===== config.mk =====
export PLATFORM = sky130hd
export DESIGN_NAME = brg_ctrl_flat
export DESIGN_NICKNAME = d
export VERILOG_FILES = /design/src/rtl/brg_pkg.sv /design/src/rtl/brg_link_if.sv /design/src/rtl/brg_ctrl.sv /design/src/flat_wrapper.sv
export SDC_FILE = /design/constraint.sdc
export NUM_CORES = 1
export LEC_CHECK = 0
export BUFFER_PORTS_ARGS = -buffer_cell sky130_fd_sc_hd__clkbuf_2
export CORE_ASPECT_RATIO = 1.4
export CORE_MARGIN = 1
export CORE_UTILIZATION = 40
export DETAILED_ROUTE_END_ITERATION = 7
export HOLD_SLACK_MARGIN = 0.1
export PLACE_DENSITY = 0.62
export SLEW_MARGIN = 20
export SYNTH_ARGS = -nofsm -noshare
export SYNTH_HDL_FRONTEND = slang
export SYNTH_SLANG_ARGS = --single-unit

===== constraint.sdc =====
create_clock -name core_clk -period 2.3 [get_ports core_clk]
set_clock_uncertainty 0.1 [all_clocks]
set_input_delay 0.115 -clock core_clk [delete_from_list [all_inputs] [get_ports core_clk]]
set_output_delay 0.115 -clock core_clk [all_outputs]
set_load 0.03 [all_outputs]

===== src/rtl/brg_pkg.sv =====
// Shared constants and state types for the baud rate unit and its controller
package brg_pkg;

   ////////////////////////////////////////////////////////////////////////////////
   // Link register port of the baud rate unit
   localparam int             DATA_W          = 8;
   localparam int             ADDR_W          = 3;
   localparam int             PRESC_W         = 4;
   localparam logic [2:0]     ADDR_CTRL       = 3'h3;
   localparam logic [2:0]     ADDR_COUNT      = 3'h4;
   localparam logic [2:0]     ADDR_RELOAD     = 3'h5;

   // Control register layout; bits 7..5 are reserved and read as zero
   localparam int             CTL_SEL_LSB     = 0;
   localparam int             CTL_RUN_BIT     = 2;
   localparam int             CTL_FLAG_BIT    = 3;
   localparam int             CTL_MODE_BIT    = 4;

   localparam logic [7:0]     COUNT_RST       = 8'h00;
   localparam logic [7:0]     RELOAD_RST      = 8'h00;
   localparam logic [7:0]     CTRL_RST        = 8'h00;
   localparam logic [7:0]     COUNT_TOP       = 8'hff;

   // Last baud tick count of a bit; serial port samples each bit over sixteen baud ticks
   localparam logic [3:0]     OVERSAMPLE_LAST = 4'hf;

   ////////////////////////////////////////////////////////////////////////////////
   // Controller registers, Avalon word addresses
   localparam int             AV_ADDR_W       = 3;
   localparam logic [2:0]     CR_CMD          = 3'h0;
   localparam logic [2:0]     CR_CFG          = 3'h1;
   localparam logic [2:0]     CR_STATUS       = 3'h2;
   localparam logic [2:0]     CR_MASK         = 3'h3;
   localparam logic [2:0]     CR_BITS         = 3'h4;
   localparam logic [2:0]     CR_SNAP         = 3'h5;

   localparam int             CMD_START       = 0;
   localparam int             CMD_STOP        = 1;
   localparam int             CMD_SNAP        = 2;
   localparam int             CMD_TIMER       = 3;

   localparam int             CFG_N_LSB       = 8;
   localparam logic [2:0]     CFG_N_RST       = 3'h1;
   localparam logic [2:0]     N_MIN           = 3'h1;
   localparam logic [2:0]     N_MAX           = 3'h4;

   localparam int             ST_W            = 4;
   localparam int             ST_DONE         = 0;
   localparam int             ST_BIT          = 1;
   localparam int             ST_OVF          = 2;
   localparam int             ST_BADCFG       = 3;

   ////////////////////////////////////////////////////////////////////////////////
   // State types
   typedef enum logic [2:0] {
      CS_IDLE      = 3'b000,
      CS_LOAD_RLD  = 3'b001,
      CS_START     = 3'b010,
      CS_CLR       = 3'b011,
      CS_READ_WAIT = 3'b100
   } brg_ctl_fsm_t;

   typedef struct packed {
      logic [PRESC_W-1:0] presc;
      logic [7:0]         count;
      logic [7:0]         reload;
      logic [1:0]         sel;
      logic               run;
      logic               flag;
      logic               mode;
      logic               baud_tick;
      logic               ovf;
      logic [7:0]         rdata;
      logic               rvalid;
   } brg_dev_state_t;

endpackage : brg_pkg


===== src/rtl/brg_link_if.sv =====
// Link between the baud rate unit and its controller / serial port side
`timescale 1ns/1ps
interface brg_link_if;
   import brg_pkg::*;

   logic [ADDR_W-1:0] reg_addr;
   logic              reg_wr;
   logic              reg_rd;
   logic [7:0]        reg_wdata;
   logic [7:0]        reg_rdata;
   logic              reg_rvalid;
   logic              baud_tick;
   logic              irq;

   modport dev (
      input  reg_addr,
      input  reg_wr,
      input  reg_rd,
      input  reg_wdata,
      output reg_rdata,
      output reg_rvalid,
      output baud_tick,
      output irq
   );

   modport ctl (
      output reg_addr,
      output reg_wr,
      output reg_rd,
      output reg_wdata,
      input  reg_rdata,
      input  reg_rvalid,
      input  baud_tick,
      input  irq
   );

endinterface : brg_link_if


===== src/rtl/brg_ctrl.sv =====
// Controller end: programs the baud rate unit, divides baud ticks to bit times
`timescale 1ns/1ps
module brg_ctrl #(
   parameter int BITS_W = 16
) (
   input  logic                          core_clk,
   input  logic                          rst_b,
   input  logic [brg_pkg::AV_ADDR_W-1:0] avs_address,
   input  logic                          avs_read,
   input  logic                          avs_write,
   input  logic [31:0]                   avs_writedata,
   output logic [31:0]                   avs_readdata,
   output logic                          avs_waitrequest,
   output logic                          irq,
   output logic                          bit_strobe,
   brg_link_if.ctl                       link
);
   import brg_pkg::*;

   if (BITS_W < 1 || BITS_W > 32) begin : g_bits_check
      $error("brg_ctrl BITS_W must be 1..32");
   end

   typedef struct packed {
      brg_ctl_fsm_t      fsm;
      logic [7:0]        cfg_d;
      logic [2:0]        cfg_n;
      logic [7:0]        ctrl_copy;
      logic              pend_start;
      logic              pend_timer;
      logic              pend_stop;
      logic              pend_snap;
      logic [ST_W-1:0]   status;
      logic [ST_W-1:0]   mask;
      logic              irq;
      logic [3:0]        sub;
      logic [BITS_W-1:0] bits;
      logic              bit_strobe;
      logic [7:0]        snap;
      logic              wait_r;
      logic [31:0]       rdata;
      logic [2:0]        l_addr;
      logic              l_wr;
      logic              l_rd;
      logic [7:0]        l_wdata;
   } brg_ctl_state_t;

   brg_ctl_state_t s;
   brg_ctl_state_t next_s;
   logic           take;
   logic [ST_W-1:0] set_ev;

   always_comb begin
      next_s            = s;
      set_ev            = '0;
      next_s.l_wr       = 1'b0;
      next_s.l_rd       = 1'b0;
      next_s.bit_strobe = 1'b0;
      take              = (avs_read || avs_write) && !s.wait_r;

      ////////////////////////////////////////////////////////////////////////////////
      // Avalon slave: one wait state, action at the edge where waitrequest is low
      next_s.wait_r = 1'b1;
      if ((avs_read || avs_write) && s.wait_r) begin
         next_s.wait_r = 1'b0;
         case (avs_address)
            CR_CFG:    next_s.rdata = {21'h0, s.cfg_n, s.cfg_d};
            CR_STATUS: next_s.rdata = {{(32-ST_W){1'b0}}, s.status};
            CR_MASK:   next_s.rdata = {{(32-ST_W){1'b0}}, s.mask};
            CR_BITS:   next_s.rdata = {{(32-BITS_W){1'b0}}, s.bits};
            CR_SNAP:   next_s.rdata = {24'h0, s.snap};
            default:   next_s.rdata = 32'h0;
         endcase
      end
      if (take && avs_write) begin
         case (avs_address)
            CR_CMD: begin
               next_s.pend_start = s.pend_start | avs_writedata[CMD_START];
               next_s.pend_timer = s.pend_timer | avs_writedata[CMD_TIMER];
               next_s.pend_stop  = s.pend_stop | avs_writedata[CMD_STOP];
               next_s.pend_snap  = s.pend_snap | avs_writedata[CMD_SNAP];
            end
            CR_CFG: begin
               next_s.cfg_d = avs_writedata[7:0];
               next_s.cfg_n = avs_writedata[CFG_N_LSB +: 3];
            end
            CR_STATUS: next_s.status = s.status & ~avs_writedata[ST_W-1:0];
            CR_MASK:   next_s.mask   = avs_writedata[ST_W-1:0];
            default:   next_s.rdata  = s.rdata;
         endcase
      end

      ////////////////////////////////////////////////////////////////////////////////
      // Baud ticks: sixteen of them make one bit time
      if (link.baud_tick) begin
         next_s.sub = s.sub + 4'h1;
         if (s.sub == OVERSAMPLE_LAST) begin
            next_s.bits       = s.bits + {{(BITS_W-1){1'b0}}, 1'b1};
            next_s.bit_strobe = 1'b1;
            set_ev[ST_BIT]    = 1'b1;
         end
      end

      ////////////////////////////////////////////////////////////////////////////////
      // Programming sequence
      case (s.fsm)
         CS_IDLE: begin
            if (link.irq) begin
               // Flag write keeps run, mode and select as last written
               next_s.l_addr  = ADDR_CTRL;
               next_s.l_wr    = 1'b1;
               next_s.l_wdata = s.ctrl_copy | (8'h01 << CTL_FLAG_BIT);
               set_ev[ST_OVF] = 1'b1;
               next_s.fsm     = CS_CLR;
            end else if (s.pend_stop) begin
               next_s.pend_stop = 1'b0;
               next_s.ctrl_copy = s.ctrl_copy & ~(8'h01 << CTL_RUN_BIT);
               next_s.l_addr    = ADDR_CTRL;
               next_s.l_wr      = 1'b1;
               next_s.l_wdata   = s.ctrl_copy & ~(8'h01 << CTL_RUN_BIT);
               next_s.fsm       = CS_CLR;
            end else if (s.pend_start || s.pend_timer) begin
               if (s.cfg_n < N_MIN || s.cfg_n > N_MAX) begin
                  next_s.pend_start = 1'b0;
                  next_s.pend_timer = 1'b0;
                  set_ev[ST_BADCFG] = 1'b1;
               end else begin
                  next_s.l_addr  = ADDR_COUNT;
                  next_s.l_wr    = 1'b1;
                  next_s.l_wdata = s.cfg_d;
                  next_s.fsm     = CS_LOAD_RLD;
               end
            end else if (s.pend_snap) begin
               next_s.pend_snap = 1'b0;
               next_s.l_addr    = ADDR_COUNT;
               next_s.l_rd      = 1'b1;
               next_s.fsm       = CS_READ_WAIT;
            end
         end
         CS_LOAD_RLD: begin
            next_s.l_addr  = ADDR_RELOAD;
            next_s.l_wr    = 1'b1;
            next_s.l_wdata = s.cfg_d;
            next_s.fsm     = CS_START;
         end
         CS_START: begin
            // Reserved bits stay zero; run and mode go in one write
            next_s.ctrl_copy = 8'h00;
            next_s.ctrl_copy[CTL_SEL_LSB +: 2] = 2'(s.cfg_n - 3'h1);
            next_s.ctrl_copy[CTL_RUN_BIT]      = 1'b1;
            next_s.ctrl_copy[CTL_MODE_BIT]     = s.pend_start;
            next_s.l_addr     = ADDR_CTRL;
            next_s.l_wr       = 1'b1;
            next_s.l_wdata    = next_s.ctrl_copy;
            next_s.pend_start = 1'b0;
            next_s.pend_timer = 1'b0;
            set_ev[ST_DONE]   = 1'b1;
            next_s.fsm        = CS_IDLE;
         end
         // Lets the flag clear reach the unit before irq is looked at again
         CS_CLR: next_s.fsm = CS_IDLE;
         CS_READ_WAIT: begin
            if (link.reg_rvalid) begin
               next_s.snap = link.reg_rdata;
               next_s.fsm  = CS_IDLE;
            end
         end
         default: next_s.fsm = CS_IDLE;
      endcase

      // Events win over a same-cycle clear
      next_s.status = next_s.status | set_ev;
      next_s.irq    = |(next_s.status & next_s.mask);
   end

   always_ff @(posedge core_clk or negedge rst_b) begin
      if (!rst_b) begin
         s        <= '0;
         s.fsm    <= CS_IDLE;
         s.cfg_n  <= CFG_N_RST;
         s.wait_r <= 1'b1;
      end else begin
         s <= next_s;
      end
   end

   assign avs_readdata    = s.rdata;
   assign avs_waitrequest = s.wait_r;
   assign irq             = s.irq;
   assign bit_strobe      = s.bit_strobe;
   assign link.reg_addr   = s.l_addr;
   assign link.reg_wr     = s.l_wr;
   assign link.reg_rd     = s.l_rd;
   assign link.reg_wdata  = s.l_wdata;

endmodule : brg_ctrl


===== src/flat_wrapper.sv =====
// flat-port wrapper written by rule: the top's interface ports become plain ports
module brg_ctrl_flat import brg_pkg::*;
#(
   parameter int BITS_W = 16
)
  (core_clk, rst_b, avs_address, avs_read, avs_write, avs_writedata, avs_readdata, avs_waitrequest, irq, bit_strobe, link_reg_addr, link_reg_wr, link_reg_rd, link_reg_wdata, link_reg_rdata, link_reg_rvalid, link_baud_tick, link_irq);
  brg_link_if link_i ();
  input  logic core_clk;
  input  logic rst_b;
  input  logic [brg_pkg::AV_ADDR_W-1:0] avs_address;
  input  logic avs_read;
  input  logic avs_write;
  input  logic [31:0] avs_writedata;
  output logic [31:0] avs_readdata;
  output logic avs_waitrequest;
  output logic irq;
  output logic bit_strobe;
  output wire logic [$bits(link_i.reg_addr)-1:0] link_reg_addr;
  output wire logic [$bits(link_i.reg_wr)-1:0] link_reg_wr;
  output wire logic [$bits(link_i.reg_rd)-1:0] link_reg_rd;
  output wire logic [$bits(link_i.reg_wdata)-1:0] link_reg_wdata;
  input wire logic [$bits(link_i.reg_rdata)-1:0] link_reg_rdata;
  input wire logic [$bits(link_i.reg_rvalid)-1:0] link_reg_rvalid;
  input wire logic [$bits(link_i.baud_tick)-1:0] link_baud_tick;
  input wire logic [$bits(link_i.irq)-1:0] link_irq;
  assign link_reg_addr = link_i.reg_addr;
  assign link_reg_wr = link_i.reg_wr;
  assign link_reg_rd = link_i.reg_rd;
  assign link_reg_wdata = link_i.reg_wdata;
  assign link_i.reg_rdata = link_reg_rdata;
  assign link_i.reg_rvalid = link_reg_rvalid;
  assign link_i.baud_tick = link_baud_tick;
  assign link_i.irq = link_irq;
  brg_ctrl #(.BITS_W(BITS_W)) u_core (.core_clk(core_clk), .rst_b(rst_b), .avs_address(avs_address), .avs_read(avs_read), .avs_write(avs_write), .avs_writedata(avs_writedata), .avs_readdata(avs_readdata), .avs_waitrequest(avs_waitrequest), .irq(irq), .bit_strobe(bit_strobe), .link(link_i));
endmodule

==> results.txt, run 1 <==
status = finished clean
final worst path period need = 1.98 ns
vias per cell = 4.91
RSZ-0062 raised after global routing = false
htree depth = 3
fillers = 972
Power Dens Cells = 1070 nW/um^2
vias post-DR = 3,045
slowest cell delay on critical path = 0.60 ns
Async SR Flop Fraction = 100%
critical path arrival = 2.14 ns
GRT Total Usage = 16.7%
Ys Warns = 0
met2 track demand over resource = 28.7%
CP startpoint = link_irq
Post-synth EDFFs = 0
TritonCTS buffer count = 9
final hold viol count = 0
core area = 10,500 sq um
maxcap violations = 0
Die Span Y = 126 um
Hold Crit Class = in -> async
endpoint type of the worst setup path = flip-flop
CP Max Fanout = 6
DR WL/cell = 14.3 um
DRT antenna net count = 0
CTS tree = built
Mapped Cells = 417
antenna violations before repair = 0
Final Net Count = 531
Area Growth Syn to Fin = 17.1%
I/O pins = 98
global-route wire length before repair = 15.1 mm
startpoint types = primary input
critical path's most frequent cell = o21ai_0
Sink Count = 90
CP cell instances = dlygate4sd3_1 -> clkbuf_2 -> or2_2 -> o21ai_0 -> a221oi_1 -> o21ai_0
Setup TNS Final = 0 ns
Max-Slew Margin vs Limit = 51.5%
Worst VDD drop = 0.401 mV
clk buf depth = 2
global routing's busiest layer = met2
commonest non-fill, non-tap cell in the layout = dfrtp_1
Yosys top cell by area = dfrtp_1
Site Rows = 44
R2R Path Start = u_core.s[85]
Die Area = 11,400 sq um
Slowest cell on crit path = o21ai_0
GP Congestion = 0.802
Initial DRC Count = 181
WL final = 8.87 mm
sequential fraction of the synthesis area = 51.3%
Final HPWL DP = 6.67 mm
# port buffers = 60
Leak = 2.45 nW
prevailing post-synth register cell = dfrtp_1
largest net degree at the start of global routing = 62
Inserted Diodes = 0
synthesized flop and latch total = 90
number of remaining DRC errors = 0
final count of pins violating max slew = 0
Final period util = 86.2%
post-route insts no fill = 620
top cell type's share of synthesized area = 50.1%
Initial Util = 41.8%
die width = 90.6 um
Final setup viols = 0
Overall Power = 5.48 mW
vias in the first global route = 3,071
Crit path required time = 2.46 ns
clock tree root driver cell = clkbuf_16
kind of critical path = in -> reg
GRT Residual Overflow = 0
area of the mapped netlist = 4390 sq um
TritonRoute pass-1 iters = 4
Tightest Pin Transition = 0.720 ns
fmax = 504 MHz
Netlist cell types = 51
synthesized area per cell = 10.5 sq um
most frequent cells in the layout = dfrtp_1 (88), nand2_1 (60), clkbuf_2 (59)
Synth area leaders = dfrtp_1 (50%), buf_4 (7.4%), mux2_2 (6.7%), nand2_1 (5.1%), o21ai_0 (3.0%)
clock transition at the registers of the reported paths = 0.06 ns
M1 GR Usage = 21.2%
Clk Latency, worst-skew pair = 0.33 ns
met3 GRT Util = 2.78%
Cells after DPL = 579
layout cells sized above 1 = 24.5%
-- logic make-up (layout without fill, tap and decap cells) --
| kind of cell | count (synthesis) | in the layout | synth area share (%) |
|---|---|---|---|
| other cells | 1 | 16 | 0.0854 |
| flops | 90 | 90 | 51.3 |
| buf+inv | 64 | 114 | 9.89 |
| xor+xnor | 18 | 18 | 3.59 |
| mux | 34 | 34 | 8.49 |
| fa+ha+maj | 4 | 4 | 1.14 |
| compound gates | 78 | 78 | 11.4 |
| simple gates | 128 | 128 | 14.0 |
-- worst max-delay path: cells and delay by family --
| family | cells | cell delay, ns |
|---|---|---|
| AO/OA/AOI/OAI | 3 | 1.00 |
| buffers and inverters | 2 | 0.70 |
| AND/OR/NAND/NOR | 1 | 0.33 |
-- final timing paths --
path                                       endpoint  cells after the start  slack, ns
max                        u_core.link.reg_wdata[0]                      6       0.32
min                                   u_core.s[108]                      2       0.15
max reg2reg                u_core.link.reg_wdata[0]                      4       0.36
min reg2reg                            u_core.s[70]                      1       0.37
max in group asynchronous    u_core.avs_waitrequest                      3       1.26
min in group core_clk                  u_core.s[85]                      5       0.16
-- cell type report --
class / count / area (sq um) / share of cell area [%]
Sequential cell: 90 / 2250 / 43.8
Clock inverter: 5 / 77.6 / 1.51
Tap cell: 138 / 173 / 3.36
Multi-Input combinational cell: 278 / 1760 / 34.2
Inverter: 7 / 26.3 / 0.511
Timing Repair Buffer: 91 / 611 / 11.9
Clock buffer: 11 / 243 / 4.72
-- cell usage after synthesis, types with 2 or more instances --
cell	count
mux2i_1	8
a211oi_1	4
mux2_2	26
or3_1	3
nor3_1	5
dfrtp_1	88
nor2_1	29
xnor2_1	12
a221oi_1	2
or2_2	3
buf_6	3
dfstp_2	2
o22ai_1	3
o21ai_0	26
buf_4	43
a221o_1	2
a21oi_1	15
ha_1	4
nand4_1	6
xor2_1	6
inv_1	7
a22oi_1	3
buf_2	8
a31oi_1	4
nand2_1	60
a222oi_1	2
a21o_1	5
clkbuf_1	2
and3_1	4
nand3_1	6
a22o_1	6
-- timing repair --
| item | in CTS | in global routing |
|---|---|---|
| gates resized for setup | 0 | 0 |
| hold buffers | 25 | 0 |
| endpoints found under the hold margin | 127 | 0 |
| setup endpoints to repair | 0 | 0 |
| buffers inserted | 0 | 0 |
-- state kept, by name, summed over array words and instances, names as in the netlist --
register and cells:
u_core.irq 1, u_core.link.reg_addr 3, u_core.avs_waitrequest 1, u_core.avs_readdata 16, u_core.s 58, u_core.link.reg_wdata 8, u_core.link.reg_rd 1, u_core.bit_strobe 1
u_core.link.reg_wr 1
-- where the power goes --
| part | total (mW) | switching (mW) | internal (mW) |
|---|---|---|---|
| clock network | 1.55 | 0.573 | 0.977 |
| registers | 2.32 | 0.322 | 2.00 |
| logic | 1.62 | 0.948 | 0.668 |
| total | 5.48 | 1.84 | 3.64 |
-- stage by stage --
stage | util (%) | hold slack [ns] | instance area (sq um) | setup slack, ns
final | 48.9 | 0.147 | 5140 | 0.318
after global routing | 48.9 | 0.194 | 5140 | 0.174
after CTS | 48.9 | 0.151 | 5140 | 0.309
after detailed placement | 43.5 | -0.0297 | 4570 | 0.346
after global placement | 43.5 | -0.0373 | 4570 | 0.399
after floorplan | - | -0.281 | 4450 | 0.457
-- layer usage --
metal	share of wire [%]	up-vias	wire length [um]
met5	0	-	0
met4	1.4	0	121
met3	2.9	9	260
met2	51	65	4550
met1	44	1469	3940
li1	-	1502	-
(Power assumes the default switching activity.)
==> inputs of run 2 (changes only) <==
--- a/config.mk
+++ b/config.mk
@@ -12,6 +12,7 @@
 export DETAILED_ROUTE_END_ITERATION = 7
 export HOLD_SLACK_MARGIN = 0.1
 export PLACE_DENSITY = 0.62
+export RECOVER_POWER = 25
 export SLEW_MARGIN = 20
 export SYNTH_ARGS = -nofsm -noshare
 export SYNTH_HDL_FRONTEND = slang
==> run 2 against run 1 <==
Effect of this change:
- die area did not move
- clock power barely moved
- via count is 1.3% higher
- register-to-register slack about the same
- sequential share of layout area up 0.19 points
- cell area down 0.44%
- sequential power about the same
- critical endpoint is now u_core.link.reg_wdata[1]
- critical path depth unchanged
- routed wire length shrank 0.37%
- non-clock buffer count did not move
- core utilization shrank 0.21 points
==> results.txt, run 2 (synthesized netlist as in run 1, its figures left out) <==
clock network power share = 28.3% (about the same)
clk buf depth = 2 (unchanged)
htree depth = 3 (unchanged)
status = finished clean
post-CTS resize count = 0 (unchanged)
fmax = 501 MHz (-0.72%)
Max-Slew Margin vs Limit = 44.7% (-6.8 points)
final worst path period need = 2.00 ns (+0.0144 ns)
startpoint types = primary input
Initial Util = 41.8% (unchanged)
DP Area = 4570 sq um (unchanged)
GRT Total Usage = 16.7% (unchanged)
endpoint type of the worst setup path = flip-flop
Inserted Diodes = 0 (unchanged)
layout cells sized above 1 = 22.8% (-1.7 points)
Internal Power = 3.63 mW (-0.24%)
Final setup viols = 0 (unchanged)
final count of pins violating max slew = 0 (unchanged)
met2 wire len = 4.61 mm (+1.3%)
switching share of total power = 33.6% (about the same)
core area = 10,500 sq um (unchanged)
kind of critical path = in -> reg
Clk Latency, worst-skew pair = 0.33 ns (about the same)
Final period util = 86.8% (+0.62 points)
WL final = 8.83 mm (-0.37%)
GP Congestion = 0.802 (unchanged)
vias per cell = 4.98 (+1.3%)
Hold Crit Class = in -> async
TritonCTS buffer count = 9 (unchanged)
r2r worst-path depth = 4 (unchanged)
Setup TNS Final = 0 ns (unchanged)
critical path arrival = 2.15 ns (about the same)
final hold viol count = 0 (unchanged)
TritonRoute pass-1 iters = 6 (+2)
number of remaining DRC errors = 0 (unchanged)
I/O pins = 98 (unchanged)
Power Dens Cells = 1070 nW/um^2 (+0.19%)
combinational cell fraction of total power = 29.4% (about the same)
Tightest Pin Transition = 0.829 ns (+0.109 ns)
antenna violations before repair = 0 (unchanged)
Crit path required time = 2.46 ns (about the same)
die width = 90.6 um (unchanged)
# port buffers = 60 (unchanged)
commonest non-fill, non-tap cell in the layout = dfrtp_1
vias post-DR = 3,085 (+1.3%)
Area Growth Syn to Fin = 16.6%
Reg power frac = 42.4% (about the same)
Sink Count = 90 (unchanged)
Leak = 2.42 nW (-1.2%)
maxcap violations = 0 (unchanged)
Final Net Count = 531 (unchanged)
GRT Residual Overflow = 0 (unchanged)
clock transition at the registers of the reported paths = 0.06 ns (about the same)
max reg flops = 58 (unchanged)
largest net degree at the start of global routing = 62 (unchanged)
DRT antenna net count = 0 (unchanged)
Met3 Wirelength = 304 um (+17%)
CTS tree = built
DR WL/cell = 14.2 um (-0.37%)
post-route cell area = 5120 sq um (-0.44%)
Die Area = 11,400 sq um (unchanged)
Largest Register = u_core.s
Initial DRC Count = 160 (-12%)
vias in the first global route = 3,071 (unchanged)
M1 WL = 3.82 mm (-2.9%)
RSZ-0062 raised after global routing = false
highest routed layer = met4
CP Max Fanout = 6 (unchanged)
global-route wire length before repair = 15.1 mm (unchanged)
Final HPWL DP = 6.67 mm (unchanged)
Site Rows = 44 (unchanged)
Worst VDD drop = 0.400 mV (-0.24%)
clock tree root driver cell = clkbuf_16
most frequent cells in the layout = dfrtp_1 (88), nand2_1 (60), clkbuf_2 (51)
Psw = 1.84 mW (-0.28%)
Die Span Y = 126 um (unchanged)
run 2: cell types whose count changed in the layout (fill, tap and decap cells not counted), sizes merged:
cell,before,now
buf,7,6
clkbuf,70,71
run 2: timing repair:
action | in CTS | in global routing
buffers inserted | 0 | 0
hold buffers | 25 | 0
hold endpoints to repair | 127 | 0
run 2: layer usage:
layer  vias to the layer above  global-route usage [%]
met3                         7                    2.78
met1                      1495                    21.2
met5                         -                       0
met4                         0                    5.98
li1                       1508                       -
met2                        75                    28.7
run 2: final cells by class:
cell class                 instances  area (sq um)
inverter                           7          26.3
clock buffer                      11           243
clock inverter                     5          77.6
multi-input combinational        278          1760
tap                              138           173
fill                             979          5390
sequential                        90          2250
timing repair buffer              91           588
run 2: critical path: stages:
cell	delay, ns
dlygate4sd3_1	0.53
clkbuf_2	0.17
or2_2	0.33
o21ai_0	0.61
a221oi_1	0.22
o21ai_0	0.17
run 2: power groups by stage:
stage	Combinational, mW	Clock, mW	Sequential, mW
floorplan	1.35	0	2.26
global placement	1.57	0	2.33
detailed placement	1.60	0	2.35
CTS	1.64	1.59	2.32
global route	1.79	1.66	2.38
finish	1.61	1.55	2.32
run 2: worst paths after layout:
check	slack, ns	end	startpoint
worst max register to register	0.35	u_core.link.reg_wdata[1]	u_core.s[85]
worst min-delay path	0.14	u_core.s[108]	rst_b
worst max-delay path	0.30	u_core.link.reg_wdata[1]	link_irq
worst min register to register	0.37	u_core.s[70]	u_core.s[70]
min in group core_clk	0.17	u_core.s[85]	avs_write
max in group asynchronous	0.77	u_core.avs_readdata[13]	rst_b
run 2: through the flow:
step	std cells	hold slack (ns)	power (mW)	util (%)	setup WS [ns]
after floorplan	432	-0.281	3.62	-	0.457
after global placement	579	-0.0373	3.90	43.5	0.399
after detailed placement	579	-0.0297	3.95	43.5	0.346
after CTS	620	0.151	5.56	48.9	0.309
after global routing	620	0.194	5.84	48.7	0.174
final	620	0.140	5.47	48.7	0.303
